--- src/ebcs_pkg.sv ---
// Shared constants, region map and state encoding for the external bus port
package ebcs_pkg;
    localparam int ADDR_W = 24;                  // Address bus width
    localparam int DATA_W = 8;                   // Data bus width
    localparam int NUM_CS = 4;                   // Number of region selects

    localparam logic [ADDR_W-1:0] ADDR_RST  = 24'h000000;  // Address after reset
    localparam logic [DATA_W-1:0] DATA_RST  = 8'h00;       // Data after reset
    localparam logic [NUM_CS-1:0] CS_IDLE   = 4'hf;        // All selects inactive
    localparam logic              STB_OFF   = 1'b1;        // Strobe inactive level
    localparam logic              STB_ON    = 1'b0;        // Strobe active level
    localparam logic              OE_OFF    = 1'b1;        // Pin released
    localparam logic              OE_ON     = 1'b0;        // Pin driven

    // Default region map; base is compared under mask
    localparam logic [ADDR_W-1:0] REGION_BASE [NUM_CS] =
        '{24'h000000, 24'h040000, 24'h080000, 24'h000100};
    localparam logic [ADDR_W-1:0] REGION_MASK [NUM_CS] =
        '{24'hfc0000, 24'hfc0000, 24'hfc0000, 24'hffff00};
    localparam logic              REGION_IO   [NUM_CS] =
        '{1'b0, 1'b0, 1'b0, 1'b1};

    // Bus cycle sequencer states
    typedef enum logic [1:0] {
        EBCS_IDLE  = 2'b00,
        EBCS_T1    = 2'b01,
        EBCS_T2    = 2'b10,
        EBCS_GRANT = 2'b11
    } ebcs_state_t;
endpackage

--- src/ebcs_dec_if.sv ---
// Carrier between the bus sequencer and the region decoder
`timescale 1ns/1ps
interface ebcs_dec_if;
    import ebcs_pkg::*;
    logic [ADDR_W-1:0] addr;     // Address to decode
    logic              active;   // An access is in progress
    logic              is_io;    // Access is in I/O space
    logic [NUM_CS-1:0] cs_n;     // Decoded selects, active low

    modport port (output addr, output active, output is_io, input cs_n);
    modport dec  (input addr, input active, input is_io, output cs_n);
endinterface

--- src/ebcs_region_decode.sv ---
// Region decoder turning an address into at most one active-low select
`timescale 1ns/1ps
module ebcs_region_decode
    import ebcs_pkg::*;
(
    ebcs_dec_if.dec bus
);
    logic [NUM_CS-1:0] hit;      // Raw region matches
    logic [NUM_CS-1:0] win;      // Lowest-index match only

    // Per-region compare under mask, space must agree
    genvar g;
    generate
        for (g = 0; g < NUM_CS; g++)
        begin : g_region
            assign hit[g] = bus.active
                && (bus.is_io == REGION_IO[g])
                && ((bus.addr & REGION_MASK[g]) == (REGION_BASE[g] & REGION_MASK[g]));
        end
    endgenerate

    // Overlapping regions resolve to the lowest index, so two chips never fight
    always_comb
    begin
        win = hit & ~(hit - {{(NUM_CS-1){1'b0}}, 1'b1});
        bus.cs_n = ~win;
    end
endmodule // ebcs_region_decode

--- src/ebcs_port.sv ---
// External bus port: bus cycle sequencer, pin drivers and bus takeover
`timescale 1ns/1ps
// Behaviour
// Drive address pins in normal operation
// Release address during takeover, external drives it
// Address feeds the region select decoder
// Four active-low selects, low inside region
// Drive data only in own write cycles
// Takeover request releases pins, grant goes low
// Low wait input stretches the cycle
// Memory or I/O strobe plus read/write
// At most one select, none when idle
module ebcs_port
    import ebcs_pkg::*;
(
    input  wire logic              clk,
    input  wire logic              reset_n,
    input  wire logic              cpu_req,
    input  wire logic              cpu_write,
    input  wire logic              cpu_io,
    input  wire logic [ADDR_W-1:0] cpu_addr,
    input  wire logic [DATA_W-1:0] cpu_wdata,
    output logic                   cpu_ready,
    output logic                   cpu_done,
    output logic      [DATA_W-1:0] cpu_rdata,
    input  wire logic [ADDR_W-1:0] addr_in,
    output logic      [ADDR_W-1:0] addr_out,
    output logic                   addr_oe_n,
    input  wire logic [DATA_W-1:0] data_in,
    output logic      [DATA_W-1:0] data_out,
    output logic                   data_oe_n,
    input  wire logic              memory_request_in_n,
    output logic                   memory_request_n,
    input  wire logic              io_request_in_n,
    output logic                   io_request_n,
    output logic                   read_n,
    output logic                   write_n,
    output logic                   ctrl_oe_n,
    input  wire logic              wait_n,
    input  wire logic              bus_takeover_request_n,
    output logic                   bus_takeover_grant_n,
    output logic                   region_select_0_n,
    output logic                   region_select_1_n,
    output logic                   region_select_2_n,
    output logic                   region_select_3_n
);
    import ebcs_pkg::*;

    ebcs_state_t       state_q, state_d;     // Sequencer state
    logic [ADDR_W-1:0] addr_q, addr_d;       // Address pin register
    logic [DATA_W-1:0] data_q, data_d;       // Write data pin register
    logic [DATA_W-1:0] rdata_q, rdata_d;     // Captured read data
    logic              write_q, write_d;     // Current access is a write
    logic              io_q, io_d;           // Current access is I/O
    logic              done_q, done_d;       // Access complete pulse
    logic [NUM_CS-1:0] cs_q, cs_d;           // Region selects, active low

    ebcs_dec_if dec_bus ();                  // Link to the region decoder

    ebcs_region_decode u_decode
    (
        .bus (dec_bus.dec)
    );

    // Requests are accepted only from idle with no takeover pending
    assign cpu_ready = (state_q == EBCS_IDLE) && bus_takeover_request_n;

    // Next-state and datapath for the bus cycle
    always_comb
    begin
        state_d = state_q;
        addr_d  = addr_q;
        data_d  = data_q;
        rdata_d = rdata_q;
        write_d = write_q;
        io_d    = io_q;
        done_d  = 1'b0;
        unique case (state_q)
            EBCS_IDLE:
            begin
                // takeover wins over a new access
                if (!bus_takeover_request_n)
                begin
                    state_d = EBCS_GRANT;
                end
                else if (cpu_req)
                begin
                    state_d = EBCS_T1;
                    addr_d  = cpu_addr;
                    data_d  = cpu_wdata;
                    write_d = cpu_write;
                    io_d    = cpu_io;
                end
            end
            EBCS_T1:
            begin
                // First strobe cycle, always one clock
                state_d = EBCS_T2;
            end
            EBCS_T2:
            begin
                // stretch while the slave holds wait low
                if (wait_n)
                begin
                    state_d = EBCS_IDLE;
                    done_d  = 1'b1;
                    if (!write_q)
                    begin
                        rdata_d = data_in;
                    end
                end
            end
            EBCS_GRANT:
            begin
                // Hold the bus off until the request is withdrawn
                if (bus_takeover_request_n)
                begin
                    state_d = EBCS_IDLE;
                end
            end
        endcase
    end

    // the decoder sees our own address, or the foreign one during takeover
    always_comb
    begin
        if (state_d == EBCS_GRANT)
        begin
            dec_bus.addr   = addr_in;
            dec_bus.active = !memory_request_in_n || !io_request_in_n;
            dec_bus.is_io  = !io_request_in_n;
        end
        else
        begin
            dec_bus.addr   = addr_d;
            dec_bus.active = (state_d == EBCS_T1) || (state_d == EBCS_T2);
            dec_bus.is_io  = io_d;
        end
        cs_d = dec_bus.cs_n;
    end

    // Register stage; selects are registered so they line up with strobes
    always_ff @(posedge clk)
    begin
        if (!reset_n)
        begin
            state_q <= EBCS_IDLE;
            addr_q  <= ADDR_RST;
            data_q  <= DATA_RST;
            rdata_q <= DATA_RST;
            write_q <= 1'b0;
            io_q    <= 1'b0;
            done_q  <= 1'b0;
            cs_q    <= CS_IDLE;
        end
        else
        begin
            state_q <= state_d;
            addr_q  <= addr_d;
            data_q  <= data_d;
            rdata_q <= rdata_d;
            write_q <= write_d;
            io_q    <= io_d;
            done_q  <= done_d;
            cs_q    <= cs_d;
        end
    end

    logic in_cycle;                          // T1 or T2
    assign in_cycle = (state_q == EBCS_T1) || (state_q == EBCS_T2);

    // address driven from registers except while granted
    assign addr_out  = addr_q;
    // address pins become inputs during takeover
    assign addr_oe_n = (state_q == EBCS_GRANT) ? OE_OFF : OE_ON;
    // data pins driven only in our own write cycle
    assign data_out  = data_q;
    assign data_oe_n = (in_cycle && write_q) ? OE_ON : OE_OFF;
    // space strobe and direction strobe during the cycle
    assign memory_request_n = (in_cycle && !io_q) ? STB_ON : STB_OFF;
    assign io_request_n     = (in_cycle && io_q) ? STB_ON : STB_OFF;
    assign read_n           = (in_cycle && !write_q) ? STB_ON : STB_OFF;
    assign write_n          = (in_cycle && write_q) ? STB_ON : STB_OFF;
    // control released and grant asserted during takeover
    assign ctrl_oe_n            = (state_q == EBCS_GRANT) ? OE_OFF : OE_ON;
    assign bus_takeover_grant_n = (state_q == EBCS_GRANT) ? STB_ON : STB_OFF;
    // region selects straight from their registers
    assign region_select_0_n = cs_q[0];
    assign region_select_1_n = cs_q[1];
    assign region_select_2_n = cs_q[2];
    assign region_select_3_n = cs_q[3];
    assign cpu_done  = done_q;
    assign cpu_rdata = rdata_q;
endmodule // ebcs_port

--- config.mk ---
export PLATFORM = sky130hd
export DESIGN_NAME = ebcs_port
export DESIGN_NICKNAME = d
export VERILOG_FILES = /design/src/ebcs_pkg.sv /design/src/ebcs_dec_if.sv /design/src/ebcs_region_decode.sv /design/src/ebcs_port.sv
export SDC_FILE = /design/constraint.sdc
export NUM_CORES = 1
export LEC_CHECK = 0
export BUFFER_PORTS_ARGS = -buffer_cell sky130_fd_sc_hd__buf_4
export CAP_MARGIN = 0
export CORE_ASPECT_RATIO = 0.6
export CORE_MARGIN = 5
export CORE_UTILIZATION = 49
export CTS_CLUSTER_DIAMETER = 150
export DETAILED_ROUTE_END_ITERATION = 6
export PLACE_DENSITY = 0.85
export SLEW_MARGIN = 25
export SYNTH_ARGS = -nofsm -noshare
export SYNTH_HDL_FRONTEND = slang
export SYNTH_HIERARCHICAL = 1
export SYNTH_SLANG_ARGS = --single-unit
--- constraint.sdc ---
create_clock -name clk -period 6.25 [get_ports clk]
set_input_delay 0.625 -clock clk [delete_from_list [all_inputs] [get_ports clk]]
set_output_delay 0.625 -clock clk [all_outputs]
set_load 0.01 [all_outputs]
# ---- Word-level counts from Yosys, hierarchy flattened
# Index checks and enable logic that the tools add are counted.
# Widths: inputs -> output; s select.
dict set report op_classes {
  addsub 1
  n_eq_ne 9
  mux 21
  bitwise_logic 5
  reduce_logical 23
}
# op n
set op_table {}
lappend op_table {{$mux 24} 4}
lappend op_table {{$logic_not 24->1} 1}
lappend op_table {{$eq 16x1->1 const B} 1}
lappend op_table {{$mux 1} 12}
lappend op_table {{$logic_and 1x1->1} 11}
lappend op_table {{$eq 2x2->1 const B} 4}
lappend op_table {{$mux 2} 4}
lappend op_table {{$not 4->4} 2}
lappend op_table {{$pmux 2 s4} 1}
lappend op_table {{$eq 6x1->1 const B} 1}
lappend op_table {{$eq 6x2->1 const B} 1}
lappend op_table {{$reduce_and 3->1} 2}
lappend op_table {{$and 4x4->4} 1}
lappend op_table {{$eq 2x1->1 const B} 2}
lappend op_table {{$logic_not 1->1} 4}
lappend op_table {{$sub 4x1->4 const B} 1}
lappend op_table {{$logic_or 1x1->1} 3}
lappend op_table {{$logic_not 2->1} 1}
lappend op_table {{$not 1->1} 2}
lappend op_table {{$reduce_and 2->1} 1}
dict set report word_totals {
  ff_bits 49
  inputBits 73
  output_inout_bits 54
  word_cells 67
}

# ---- Longest topological paths before layout
# Gate-level depths: netlist of run 1.
dict set report logic_depth {
  ltp_word 12
  ltp_mapped 13
  ltp_nobuf 11
}

# ---- Hierarchy
# The synthesis of run 1 kept the hierarchy.
# mod n_inst cells_each area_per_inst_um2
set modules_own_cells {}
lappend modules_own_cells {ebcs_port 1 242 2351.0}
lappend modules_own_cells {ebcs_region_decode 1 10 87.6}

# ---- Least setup slack after synthesis of run 1
# Ideal clock, no wire load.
dict set report synth_path {
  path_kind {input to register}
  from {in bus_takeover_request_n}
  to {reg cs_q[2]}
  setup_time_ns 0.124
  arrival_time_ns 2.755
  t_required_ns 6.126
  path_slack_ns 3.371
  cell_stages 11
  cell_sequence {nand2b_1 a21oi_1 or3_1 ha_1 buf_2 buf_2 mux2i_1 or4_4 nor3b_2 nand3b_1 nand2b_1}
}
dict set report synth_between {
  elab_cells_between_ends 26
  classes_between {1 x add/sub; 5 x eq/ne; 10 x mux; 4 x bitwise; 6 x reduce/logical}
}
# element line
set synth_rtl {}
lappend synth_rtl {{from (decl)} ebcs_port.sv:40} ;# input wire logic bus_takeover_request_n,
lappend synth_rtl {{$mux 2, on equally long branches} {ebcs_port.sv:116, ebcs_port.sv:82}}
lappend synth_rtl {{$pmux 2 s4 *} ebcs_port.sv:78} ;# unique case (state_q)
lappend synth_rtl {{named net state_d[1]} ebcs_port.sv:49} ;# ebcs_state_t state_q, state_d;
lappend synth_rtl {{$eq 2x2->1 *} ebcs_port.sv:127} ;# if (state_d == EBCS_GRANT)
lappend synth_rtl {{$mux 24 *} ebcs_port.sv:127}
lappend synth_rtl {{named net dec_bus.addr[22]} ebcs_dec_if.sv:5} ;# logic [ADDR_W-1:0] addr;
lappend synth_rtl {{$logic_not 24->1 (tied with other cells)} ebcs_region_decode.sv:18} ;# && ((bus.addr & REGION_MASK[g]) == (REGION_BASE[g] & REGION_MASK[g]));
lappend synth_rtl {{$logic_and 1x1->1} ebcs_region_decode.sv:18}
lappend synth_rtl {{$sub 4x1->4} ebcs_region_decode.sv:25} ;# win = hit & ~(hit - {{(NUM_CS-1){1'b0}}, 1'b1});
lappend synth_rtl {{$not 4->4} ebcs_region_decode.sv:25}
lappend synth_rtl {{$and 4x4->4 *} ebcs_region_decode.sv:25}
lappend synth_rtl {{$not 4->4 *} ebcs_region_decode.sv:26} ;# bus.cs_n = ~win;
lappend synth_rtl {{named net cs_d[2]} ebcs_port.sv:56} ;# logic [NUM_CS-1:0] cs_q, cs_d;
lappend synth_rtl {{to (signal assigned)} ebcs_port.sv:165} ;# cs_q <= cs_d;
lappend synth_rtl {{to (decl)} ebcs_port.sv:56}
# The timed path passes the listed nets; every way through them passes the cells marked *.
# A chain may end at the register's enable or synchronous reset.

# ---- Worst setup path in the final report of run 1
dict set report layout_path {
  from {reg state_q[0]}
  to {reg cs_q[2]}
}
dict set report layout_between {
  elab_cells_between_ends 30
  classes_between {1 x add/sub; 8 x eq/ne; 10 x mux; 4 x bitwise; 7 x reduce/logical}
}
# element line
set layout_rtl {}
lappend layout_rtl {{from (decl)} ebcs_port.sv:49}
lappend layout_rtl {{from (signal assigned)} ebcs_port.sv:158} ;# state_q <= state_d;
lappend layout_rtl {{$mux 2} ebcs_port.sv:86} ;# else if (cpu_req)
lappend layout_rtl {{$mux 2} ebcs_port.sv:82} ;# if (!bus_takeover_request_n)
lappend layout_rtl {{$pmux 2 s4} ebcs_port.sv:78}
lappend layout_rtl {{$eq 2x2->1} ebcs_port.sv:127}
lappend layout_rtl {{$mux 24 *} ebcs_port.sv:127}
lappend layout_rtl {{named net dec_bus.addr[23]} ebcs_dec_if.sv:5}
lappend layout_rtl {{$logic_not 24->1 (tied with other cells)} ebcs_region_decode.sv:18}
lappend layout_rtl {{$logic_and 1x1->1} ebcs_region_decode.sv:18}
lappend layout_rtl {{$sub 4x1->4} ebcs_region_decode.sv:25}
lappend layout_rtl {{$not 4->4} ebcs_region_decode.sv:25}
lappend layout_rtl {{$and 4x4->4 *} ebcs_region_decode.sv:25}
lappend layout_rtl {{$not 4->4 *} ebcs_region_decode.sv:26}
lappend layout_rtl {{named net cs_d[2]} ebcs_port.sv:56}
# Marks and branches as above.

==> metrics.md, run 1 <==
| Metric | Value |
|---|---|
| Final wirelength | 5.65 mm |
| N_diodes | 0 |
| Initial DRC Count | 63 |
| Cell family with most CP delay | simple AND/OR/NAND/NOR gates |
| CP Cell Sequence | inv_1 -> ha_1 -> and3_2 -> buf_4 -> mux2i_1 -> mux2i_1 -> or4_4 -> nor3b_2 -> nand3b_1 -> nand2b_1 |
| Layout filler cell count | 372 |
| Share of cells above drive strength 1 | 37.9% |
| Warnings from Yosys | 6 |
| Worst Path Buf+Inv | 2 |
| PD cells | 297 mW/mm² |
| Worst-path clk slew | 0.09 ns |
| DRC Markers | 0 |
| Die width | 99.0 µm |
| Global route overflow | 0 |
| Post-CTS resize count | 0 |
| Cells after Synth | 236 |
| Final Hold Fails | 0 |
| RSZ-0062 raised after global routing | no |
| Total die area | 0.00628 mm² |
| Synth Net Count | 314 |
| Global-route wire length before repair | 9.38 mm |
| GP Congestion | 0.766 |
| Setup TNS | 0 ns |
| Footprint of the multi-input gates | 0.00116 mm² |
| Worst-Skew Late Latency | 0.30 ns |
| Nets | 425 |
| Post-Syn Area | 0.00233 mm² |
| FF/Latch Area | 981 µm² |
| Vias/cell | 4.76 |
| CORE AREA | 0.00459 mm² |
| Die height | 63.4 µm |
| Global Route Usage Sum | 18.4% |
| Slew @ Worst Pin | 0.569 ns |
| ANT nets after route | 0 |
| Commonest non-fill, non-tap cells in the layout | buf_4 (119), mux2i_1 (50), dfxtp_1 (49), nor2b_1 (33), nand2_1 (20) |
| Area grow syn2layout | 42.1% |
| Max-slew headroom | 61.9% |
| Num CTS Buffers | 5 |
| Vias | 1957 |
| Clock power share | 24.0% |
| Post-route setup slack | 3.20 ns |
| Final setup vio count | 0 |
| Worst setup EP type | flip-flop |
| Dpl ws | 2.76 ns |
| I/O pin count | 127 |
| Most common cell after layout, fill and taps aside | buf_4 |
| Crit share post-route | 48.8% |
| Psw | 0.000310 W |
| Max clock buf depth | 2 |
| Worst Skew | 0.00586 ns |
| WL/cell | 13.8 µm |
| CP required | 6.43 ns |
| DPL Wire Length | 4.36 mm |
| Status | finished, final reports clean |
| CTS tree | done |
| Post-CTS Hold Fix Bufs | 0 |
| Min cycle time layout | 3.05 ns |
| Vias in the first global route | 2014 |
| Starting density of the core | 50.7% |
| Max Cap Viol | 0 |
| # H-tree levels | 2 |
| Initial antenna violation count | 0 |
| Row count | 19 |
| Largest net degree at the start of global routing | 50 |
| I/O Buffers | 118 |
| Max VDD drop | 0.155 mV |
| Sink Count | 49 |
| Crit-path slowest cell | or4_4 |
| Hold crit path type | flip-flop to flip-flop |
| Max Slew Vio Count | 0 |
| Worst path arrival time | 3.23 ns |
| CP Launch Type | flip-flop |
| Max Clock Freq | 328 MHz |
| Synthesized area per cell | 9.87 µm² |
| WS Path Type | flip-flop to flip-flop |
| Static Leak | 1.54 nW |
| Gate power share | 39.3% |
| Clock root buffer | clkbuf_8 |
| Crit Path Max Fanout | 21 |
| Setup repair bufs after CTS | 0 |
| Internal | 0.000674 W |
| Max incr delay on CP | 0.57 ns |
| Sw Share | 31.5% |
| First-pass DRT Iterations | 4 |
| Sequential power share | 36.7% |
| CP most frequent cell | mux2i_1 |
==> worst register-to-register path, stage by stage, from the launching register on <==
cell,delay [ns]
dfxtp_1,0.34
inv_1,0.12
ha_1,0.21
and3_2,0.41
buf_4,0.41
mux2i_1,0.30
mux2i_1,0.10
or4_4,0.57
nor3b_2,0.21
nand3b_1,0.09
nand2b_1,0.16
==> flip-flops by register name, summed over array words and instances, names as in the netlist <==
register / cells
addr_out: 24
state_q: 2
cpu_rdata: 8
data_out: 8
io_q: 1
write_q: 1
cs_q: 4
cpu_done: 1
==> power groups by stage <==
stage | registers, W | logic (W) | clock network [W]
after floorplan | 0.000378 | 0.000254 | 0
after global placement | 0.000366 | 0.000379 | 0
after detailed placement | 0.000368 | 0.000386 | 0
after CTS | 0.000361 | 0.000390 | 0.000239
after global routing | 0.000366 | 0.000428 | 0.000255
final | 0.000361 | 0.000386 | 0.000237
==> final timing paths <==
kind            endpoint  cells past startpoint        start  slack, ns
min reg2reg  data_out[0]                      2  data_out[0]       0.46
max              cs_q[2]                     10   state_q[0]       3.20
max reg2reg      cs_q[2]                     10   state_q[0]       3.20
min          data_out[0]                      2  data_out[0]       0.46
==> stage by stage <==
| stage | hold WS, ns | total power (W) | instances | cell area, µm² | util [%] |
|---|---|---|---|---|---|
| finish | 0.459 | 0.000984 | 411 | 3310 | 72.1 |
| global route | 0.477 | 0.00105 | 411 | 3310 | 72.1 |
| CTS | 0.458 | 0.000991 | 411 | 3310 | 72.0 |
| detailed placement | 0.446 | 0.000754 | 403 | 3190 | 69.4 |
| global placement | 0.441 | 0.000746 | 403 | 3190 | 69.4 |
| floorplan | 0.451 | 0.000632 | 236 | 2330 | - |
==> cell type report <==
class	count	area share (%)
flip-flops and latches	49	29.7
well taps	63	2.38
clock buffers	6	2.50
inverters	19	2.16
multi-input cells	153	35.2
repair buffers	119	27.0
clock inverters	2	1.13
==> per-layer routing <==
| metal | track usage, % | up-vias | wire length, µm |
|---|---|---|---|
| met4 | 4.60 | 0 | 65 |
| met2 | 28.0 | 73 | 2440 |
| met3 | 7.94 | 10 | 626 |
| met5 | 0 | - | 0 |
| li1 | - | 998 | - |
| met1 | 24.0 | 876 | 2520 |
(Power assumes the default switching activity.)
==> run 2: changes to the inputs <==
--- a/config.mk
+++ b/config.mk
@@ -5,14 +5,15 @@
 export SDC_FILE = /design/constraint.sdc
 export NUM_CORES = 1
 export LEC_CHECK = 0
+export ABC_AREA = 1
 export BUFFER_PORTS_ARGS = -buffer_cell sky130_fd_sc_hd__buf_4
 export CAP_MARGIN = 0
 export CORE_ASPECT_RATIO = 0.6
 export CORE_MARGIN = 5
-export CORE_UTILIZATION = 49
+export CORE_UTILIZATION = 41
 export CTS_CLUSTER_DIAMETER = 150
 export DETAILED_ROUTE_END_ITERATION = 6
-export PLACE_DENSITY = 0.85
+export PLACE_DENSITY = 0.75
 export SLEW_MARGIN = 25
 export SYNTH_ARGS = -nofsm -noshare
 export SYNTH_HDL_FRONTEND = slang
==> constraint.sdc (replaced) <==
create_clock -name clk -period 2.56 [get_ports clk]
set_input_delay 0.256 -clock clk [delete_from_list [all_inputs] [get_ports clk]]
set_output_delay 0.256 -clock clk [all_outputs]
set_load 0.01 [all_outputs]
==> metrics.md, run 2 <==
| Metric | Value |
|---|---|
| R2r startpoint | state_q[0] |
| Total die area | 0.00767 mm² |
| Global-route wire length before repair | 11.4 mm |
| Vias in the first global route | 2447 |
| Status | finished, final reports clean |
| Synthesized area per cell | 6.44 µm² |
| Die height | 69.9 µm |
| Post-route setup slack | 0.213 ns |
| Reg2Reg Depth | 15 |
| Cell family with most CP delay | simple AND/OR/NAND/NOR gates |
| Worst-Skew Late Latency | 0.30 ns |
| GP Congestion | 0.755 |
| Post-Layout Cell Count | 572 |
| Final Hold Fails | 0 |
| WL/cell | 12.2 µm |
| Max Slew Vio Count | 0 |
| Min cycle time layout | 2.35 ns |
| CP Launch Type | flip-flop |
| I/O Buffers | 118 |
| I/O pin count | 127 |
| Vias | 2590 |
| N_diodes | 0 |
| Hold crit path type | primary input to flip-flop |
| Final setup vio count | 0 |
| Max incr delay on CP | 0.37 ns |
| Max reg flops | 24 |
| Post-Place Cells | 564 |
| Post-CTS Hold Fix Bufs | 0 |
| Initial antenna violation count | 0 |
| DPL Wire Length | 5.37 mm |
| Crit-path slowest cell | dfxtp_2 |
| Vias/cell | 4.53 |
| Setup crit start | state_q[0] |
| Warnings from Yosys | 6 |
| Final Total Pwr | 0.00205 W |
| Slew @ Worst Pin | 0.573 ns |
| Static Leak | 1.84 nW |
| Setup TNS | 0 ns |
| Final wirelength | 6.97 mm |
| Synth Net Count | 458 |
| Max Clock Freq | 426 MHz |
| DRC Markers | 0 |
| RSZ-0062 raised after global routing | no |
| Worst path arrival time | 2.54 ns |
| Initial DRC Count | 126 |
| Global route overflow | 0 |
| CTS tree | done |
| CP Cell Sequence | inv_1 -> ha_1 -> nand3_1 -> nand3_1 -> nor2_2 -> inv_1 -> ha_2 -> buf_4 -> nand2_1 -> o21ai_1 -> nor2_1 -> nand2_1 -> nor2_2 -> nand3_1 -> or2_2 |
| Crit share post-route | 91.7% |
| CORE AREA | 0.00568 mm² |
| Hold path start | data_in[6] |
| Stages on the worst setup path | 15 |
| Die width | 110 µm |
| Nets | 569 |
| Share of cells above drive strength 1 | 29.7% |
| CP required | 2.76 ns |
| Crit Path Max Fanout | 12 |
| CP most frequent cell | nand3_1 |
| ANT nets after route | 0 |
| Post-Syn Area | 0.00245 mm² |
| Worst Skew | 0.0125 ns |
| Num CTS Buffers | 5 |
| Starting density of the core | 43.1% |
| Max-slew headroom | 61.7% |
| Worst setup EP type | flip-flop |
| Max VDD drop | 0.258 mV |
| First-pass DRT Iterations | 4 |
| Max Cap Viol | 0 |
| Clock root buffer | clkbuf_8 |
| Global Route Usage Sum | 18.1% |
| Largest net degree at the start of global routing | 34 |
| Area grow syn2layout | 41.2% |
| Commonest non-fill, non-tap cells in the layout | buf_4 (126), nand2_1 (94), inv_1 (68), nor2_1 (53), dfxtp_1 (47) |
| PD cells | 593 mW/mm² |
| Worst-path clk slew | 0.10 ns |
| WS Path Type | flip-flop to flip-flop |
| Dpl ws | 0.0695 ns |
| # H-tree levels | 2 |
| Sink Count | 49 |
| Max clock buf depth | 2 |
| Row count | 21 |
| Most common cell after layout, fill and taps aside | buf_4 |
| Cells after Synth | 380 |
| Worst Path Buf+Inv | 3 |
| Number of cells on the worst hold path | 3 |
-- run 2: through the flow --
stage	hold WS, ns	instance area (µm²)	util [%]
after floorplan	0.391	2450	-
after global placement	0.454	3360	59.2
after detailed placement	0.457	3360	59.2
after CTS	0.175	3450	60.7
after global routing	0.166	3460	60.9
final	0.178	3460	60.9
-- run 2: per-layer routing --
metal  GRT usage [%]  vias up  share of wire (%)
li1                -     1368                  -
met1            25.0     1142                 46
met2            28.1       78                 44
met3            6.45        2                9.8
met4            1.66        0              0.057
met5               0        -                  0
-- run 2: final cells by class --
type | instances | area, µm²
Sequential cell | 49 | 983
Clock inverter | 2 | 13.8
Clock buffer | 6 | 72.6
Tap cell | 80 | 100
Multi-Input combinational cell | 240 | 1080
Timing Repair Buffer | 126 | 946
Inverter | 69 | 259
Fill cell | 549 | 2220
-- run 2: path summary, 6_finish.rpt --
| check | slack [ns] | end |
|---|---|---|
| worst max-delay path | 0.21 | cs_q[1] |
| worst min-delay path | 0.18 | cpu_rdata[6] |
| worst max register to register | 0.21 | cs_q[1] |
| worst min register to register | 0.47 | data_out[1] |
-- run 2: worst reg2reg max path: stages, from the launching register on --
cell	delay, ns
dfxtp_2	0.37
inv_1	0.09
ha_1	0.23
nand3_1	0.08
nand3_1	0.08
nor2_2	0.12
inv_1	0.06
ha_2	0.20
buf_4	0.18
nand2_1	0.06
o21ai_1	0.07
nor2_1	0.10
nand2_1	0.08
nor2_2	0.13
nand3_1	0.09
or2_2	0.30
-- run 2: what timing repair did --
action,4_1_cts,5_1_grt
resized for setup,0,6
setup buffers,0,0
setup endpoints to repair,0,4
-- run 2: power by group --
group	leakage, nW	internal, W	switching [W]
combinational	1.39	0.000319	0.000400
sequential	0.401	0.000829	0.0000376
clock	0.0456	0.000196	0.000270
==> run 3: changes to the inputs <==
--- a/config.mk
+++ b/config.mk
@@ -10,10 +10,9 @@
 export CAP_MARGIN = 0
 export CORE_ASPECT_RATIO = 0.6
 export CORE_MARGIN = 5
-export CORE_UTILIZATION = 41
+export CORE_UTILIZATION = 30
 export CTS_CLUSTER_DIAMETER = 150
 export DETAILED_ROUTE_END_ITERATION = 6
-export PLACE_DENSITY = 0.75
 export SLEW_MARGIN = 25
 export SYNTH_ARGS = -nofsm -noshare
 export SYNTH_HDL_FRONTEND = slang
==> constraint.sdc (replaced) <==
create_clock -name clk -period 2.06 [get_ports clk]
set_input_delay 0.206 -clock clk [delete_from_list [all_inputs] [get_ports clk]]
set_output_delay 0.206 -clock clk [all_outputs]
set_load 0.01 [all_outputs]
==> metrics.md, run 3 (same netlist as run 2, synthesis figures left out) <==
| Metric | Value |
|---|---|
| WS Path Type | flip-flop to flip-flop |
| Worst-path clk slew | 0.06 ns |
| Share of cells above drive strength 1 | 35.8% |
| Initial DRC Count | 122 |
| ANT nets after route | 0 |
| Worst setup EP type | flip-flop |
| Worst Skew | 0.00339 ns |
| Most common cell after layout, fill and taps aside | buf_4 |
| # H-tree levels | 2 |
| Hold crit path type | primary input to flip-flop |
| Core Util, Final | 50.5% |
| DPL Wire Length | 5.80 mm |
| Vias in the first global route | 2487 |
| Total die area | 0.0101 mm² |
| GP Congestion | 0.782 |
| Status | complete, but fails checks |
| Max VDD drop | 0.335 mV |
| Final instance area | 0.00399 mm² |
| Worst path arrival time | 2.34 ns |
| Global route overflow | 0 |
| Post-CTS Hold Fix Bufs | 0 |
| Row count | 25 |
| WL/cell | 12.0 µm |
| CTS tree | done |
| Commonest non-fill, non-tap cells in the layout | buf_4 (142), nand2_1 (92), inv_1 (65), nor2_1 (53), dfxtp_1 (47) |
| Crit share post-route | 105% |
| Max Clock Freq | 461 MHz |
| Max reg flops | 24 |
| RSZ-0062 raised after global routing | yes |
| Initial antenna violation count | 0 |
| First-pass DRT Iterations | 4 |
| Violated checks | setup timing |
| R2r startpoint | state_q[0] |
| Nets | 594 |
| Slew @ Worst Pin | 0.328 ns |
| Static Leak | 2.06 nW |
| Max Cap Viol | 0 |
| Area grow syn2layout | 63.1% |
| Worst-Skew Late Latency | 0.28 ns |
| CORE AREA | 0.00791 mm² |
| Setup TNS | -0.379 ns |
| Final setup vio count | 4 |
| I/O pin count | 127 |
| Starting density of the core | 30.9% |
| PD cells | 796 mW/mm² |
| CP required | 2.23 ns |
| Final wirelength | 7.53 mm |
| Largest net degree at the start of global routing | 41 |
| Sink Count | 49 |
| Crit Path Max Fanout | 5 |
| DRC Markers | 0 |
| CP Cell Sequence | inv_6 -> ha_4 -> nand3_2 -> nand3_2 -> nor2_4 -> inv_2 -> ha_4 -> buf_12 -> buf_16 -> a31oi_4 -> nand2_1 -> inv_1 -> nand2_1 -> nor2_1 -> nand3_1 -> or2_4 |
| Max Slew Vio Count | 0 |
| Global Route Usage Sum | 15.0% |
| Global-route wire length before repair | 12.2 mm |
| Vias/cell | 4.25 |
| Hold path start | data_in[7] |
| Num CTS Buffers | 5 |
| Clock root buffer | clkbuf_16 |
| N_diodes | 0 |
| I/O Buffers | 118 |
| Post-route setup slack | -0.107 ns |
| Max clock buf depth | 2 |
| Max-slew headroom | 78.1% |
| Die width | 127 µm |
| Vias | 2655 |
| Crit-path slowest cell | dfxtp_4 |
| CP Launch Type | flip-flop |
| Max incr delay on CP | 0.39 ns |
| Setup crit start | state_q[0] |
| Placed cell areas | 0.00367 mm² |
| Final Hold Fails | 0 |
| Min cycle time layout | 2.17 ns |
| Die height | 80.0 µm |
## run 3: path summary, 6_finish.rpt
kind	slack (ns)	cells past startpoint	to
hold / removal	0.15	3	cpu_rdata[7]
hold reg to reg	0.46	2	data_out[7]
setup reg to reg	-0.11	16	cs_q[3]
setup / recovery	-0.11	16	cs_q[3]
## run 3: cell type report
type / instances / area [µm²]
inverters: 69 / 269
flip-flops and latches: 49 / 988
clock buffers: 8 / 168
multi-input cells: 240 / 1190
well taps: 108 / 135
fillers: 804 / 3920
repair buffers: 151 / 1240
## run 3: power breakdown
part           internal (W)  leakage, nW  switching, W
logic              0.000616         1.57      0.000580
registers           0.00103        0.402     0.0000546
clock network      0.000558       0.0823      0.000337
## run 3: metal layers
layer | vias to the layer above | GRT usage (%) | wire (µm)
li1 | 1414 | - | -
met4 | 0 | 3.21 | 51
met1 | 1147 | 20.6 | 3640
met3 | 5 | 5.55 | 763
met2 | 89 | 22.3 | 3070
met5 | - | 0 | 0
## run 3: metrics by stage
stage	total power (W)	hold WS, ns	std cells	worst slack [ns]
after floorplan	0.00171	0.341	380	-0.0557
after global placement	0.00215	0.433	611	-0.139
after detailed placement	0.00217	0.440	611	-0.177
after CTS	0.00322	0.141	625	-0.102
after global routing	0.00341	0.147	625	-0.287
final	0.00318	0.148	625	-0.107
## run 3: worst max-delay path: cells and delay by family (launching register included)
kind | cells | cell delay, ns
simple gates | 8 | 0.77
buf+inv | 5 | 0.41
flops | 1 | 0.39
fa+ha+maj | 2 | 0.34
compound gates | 1 | 0.15
## run 3: what timing repair did
action	4_1_cts	5_1_grt
endpoints found under the setup margin	4	4
gates resized for setup	16	3
cloned	2	0
pin swaps	21	13
setup buffers	5	0
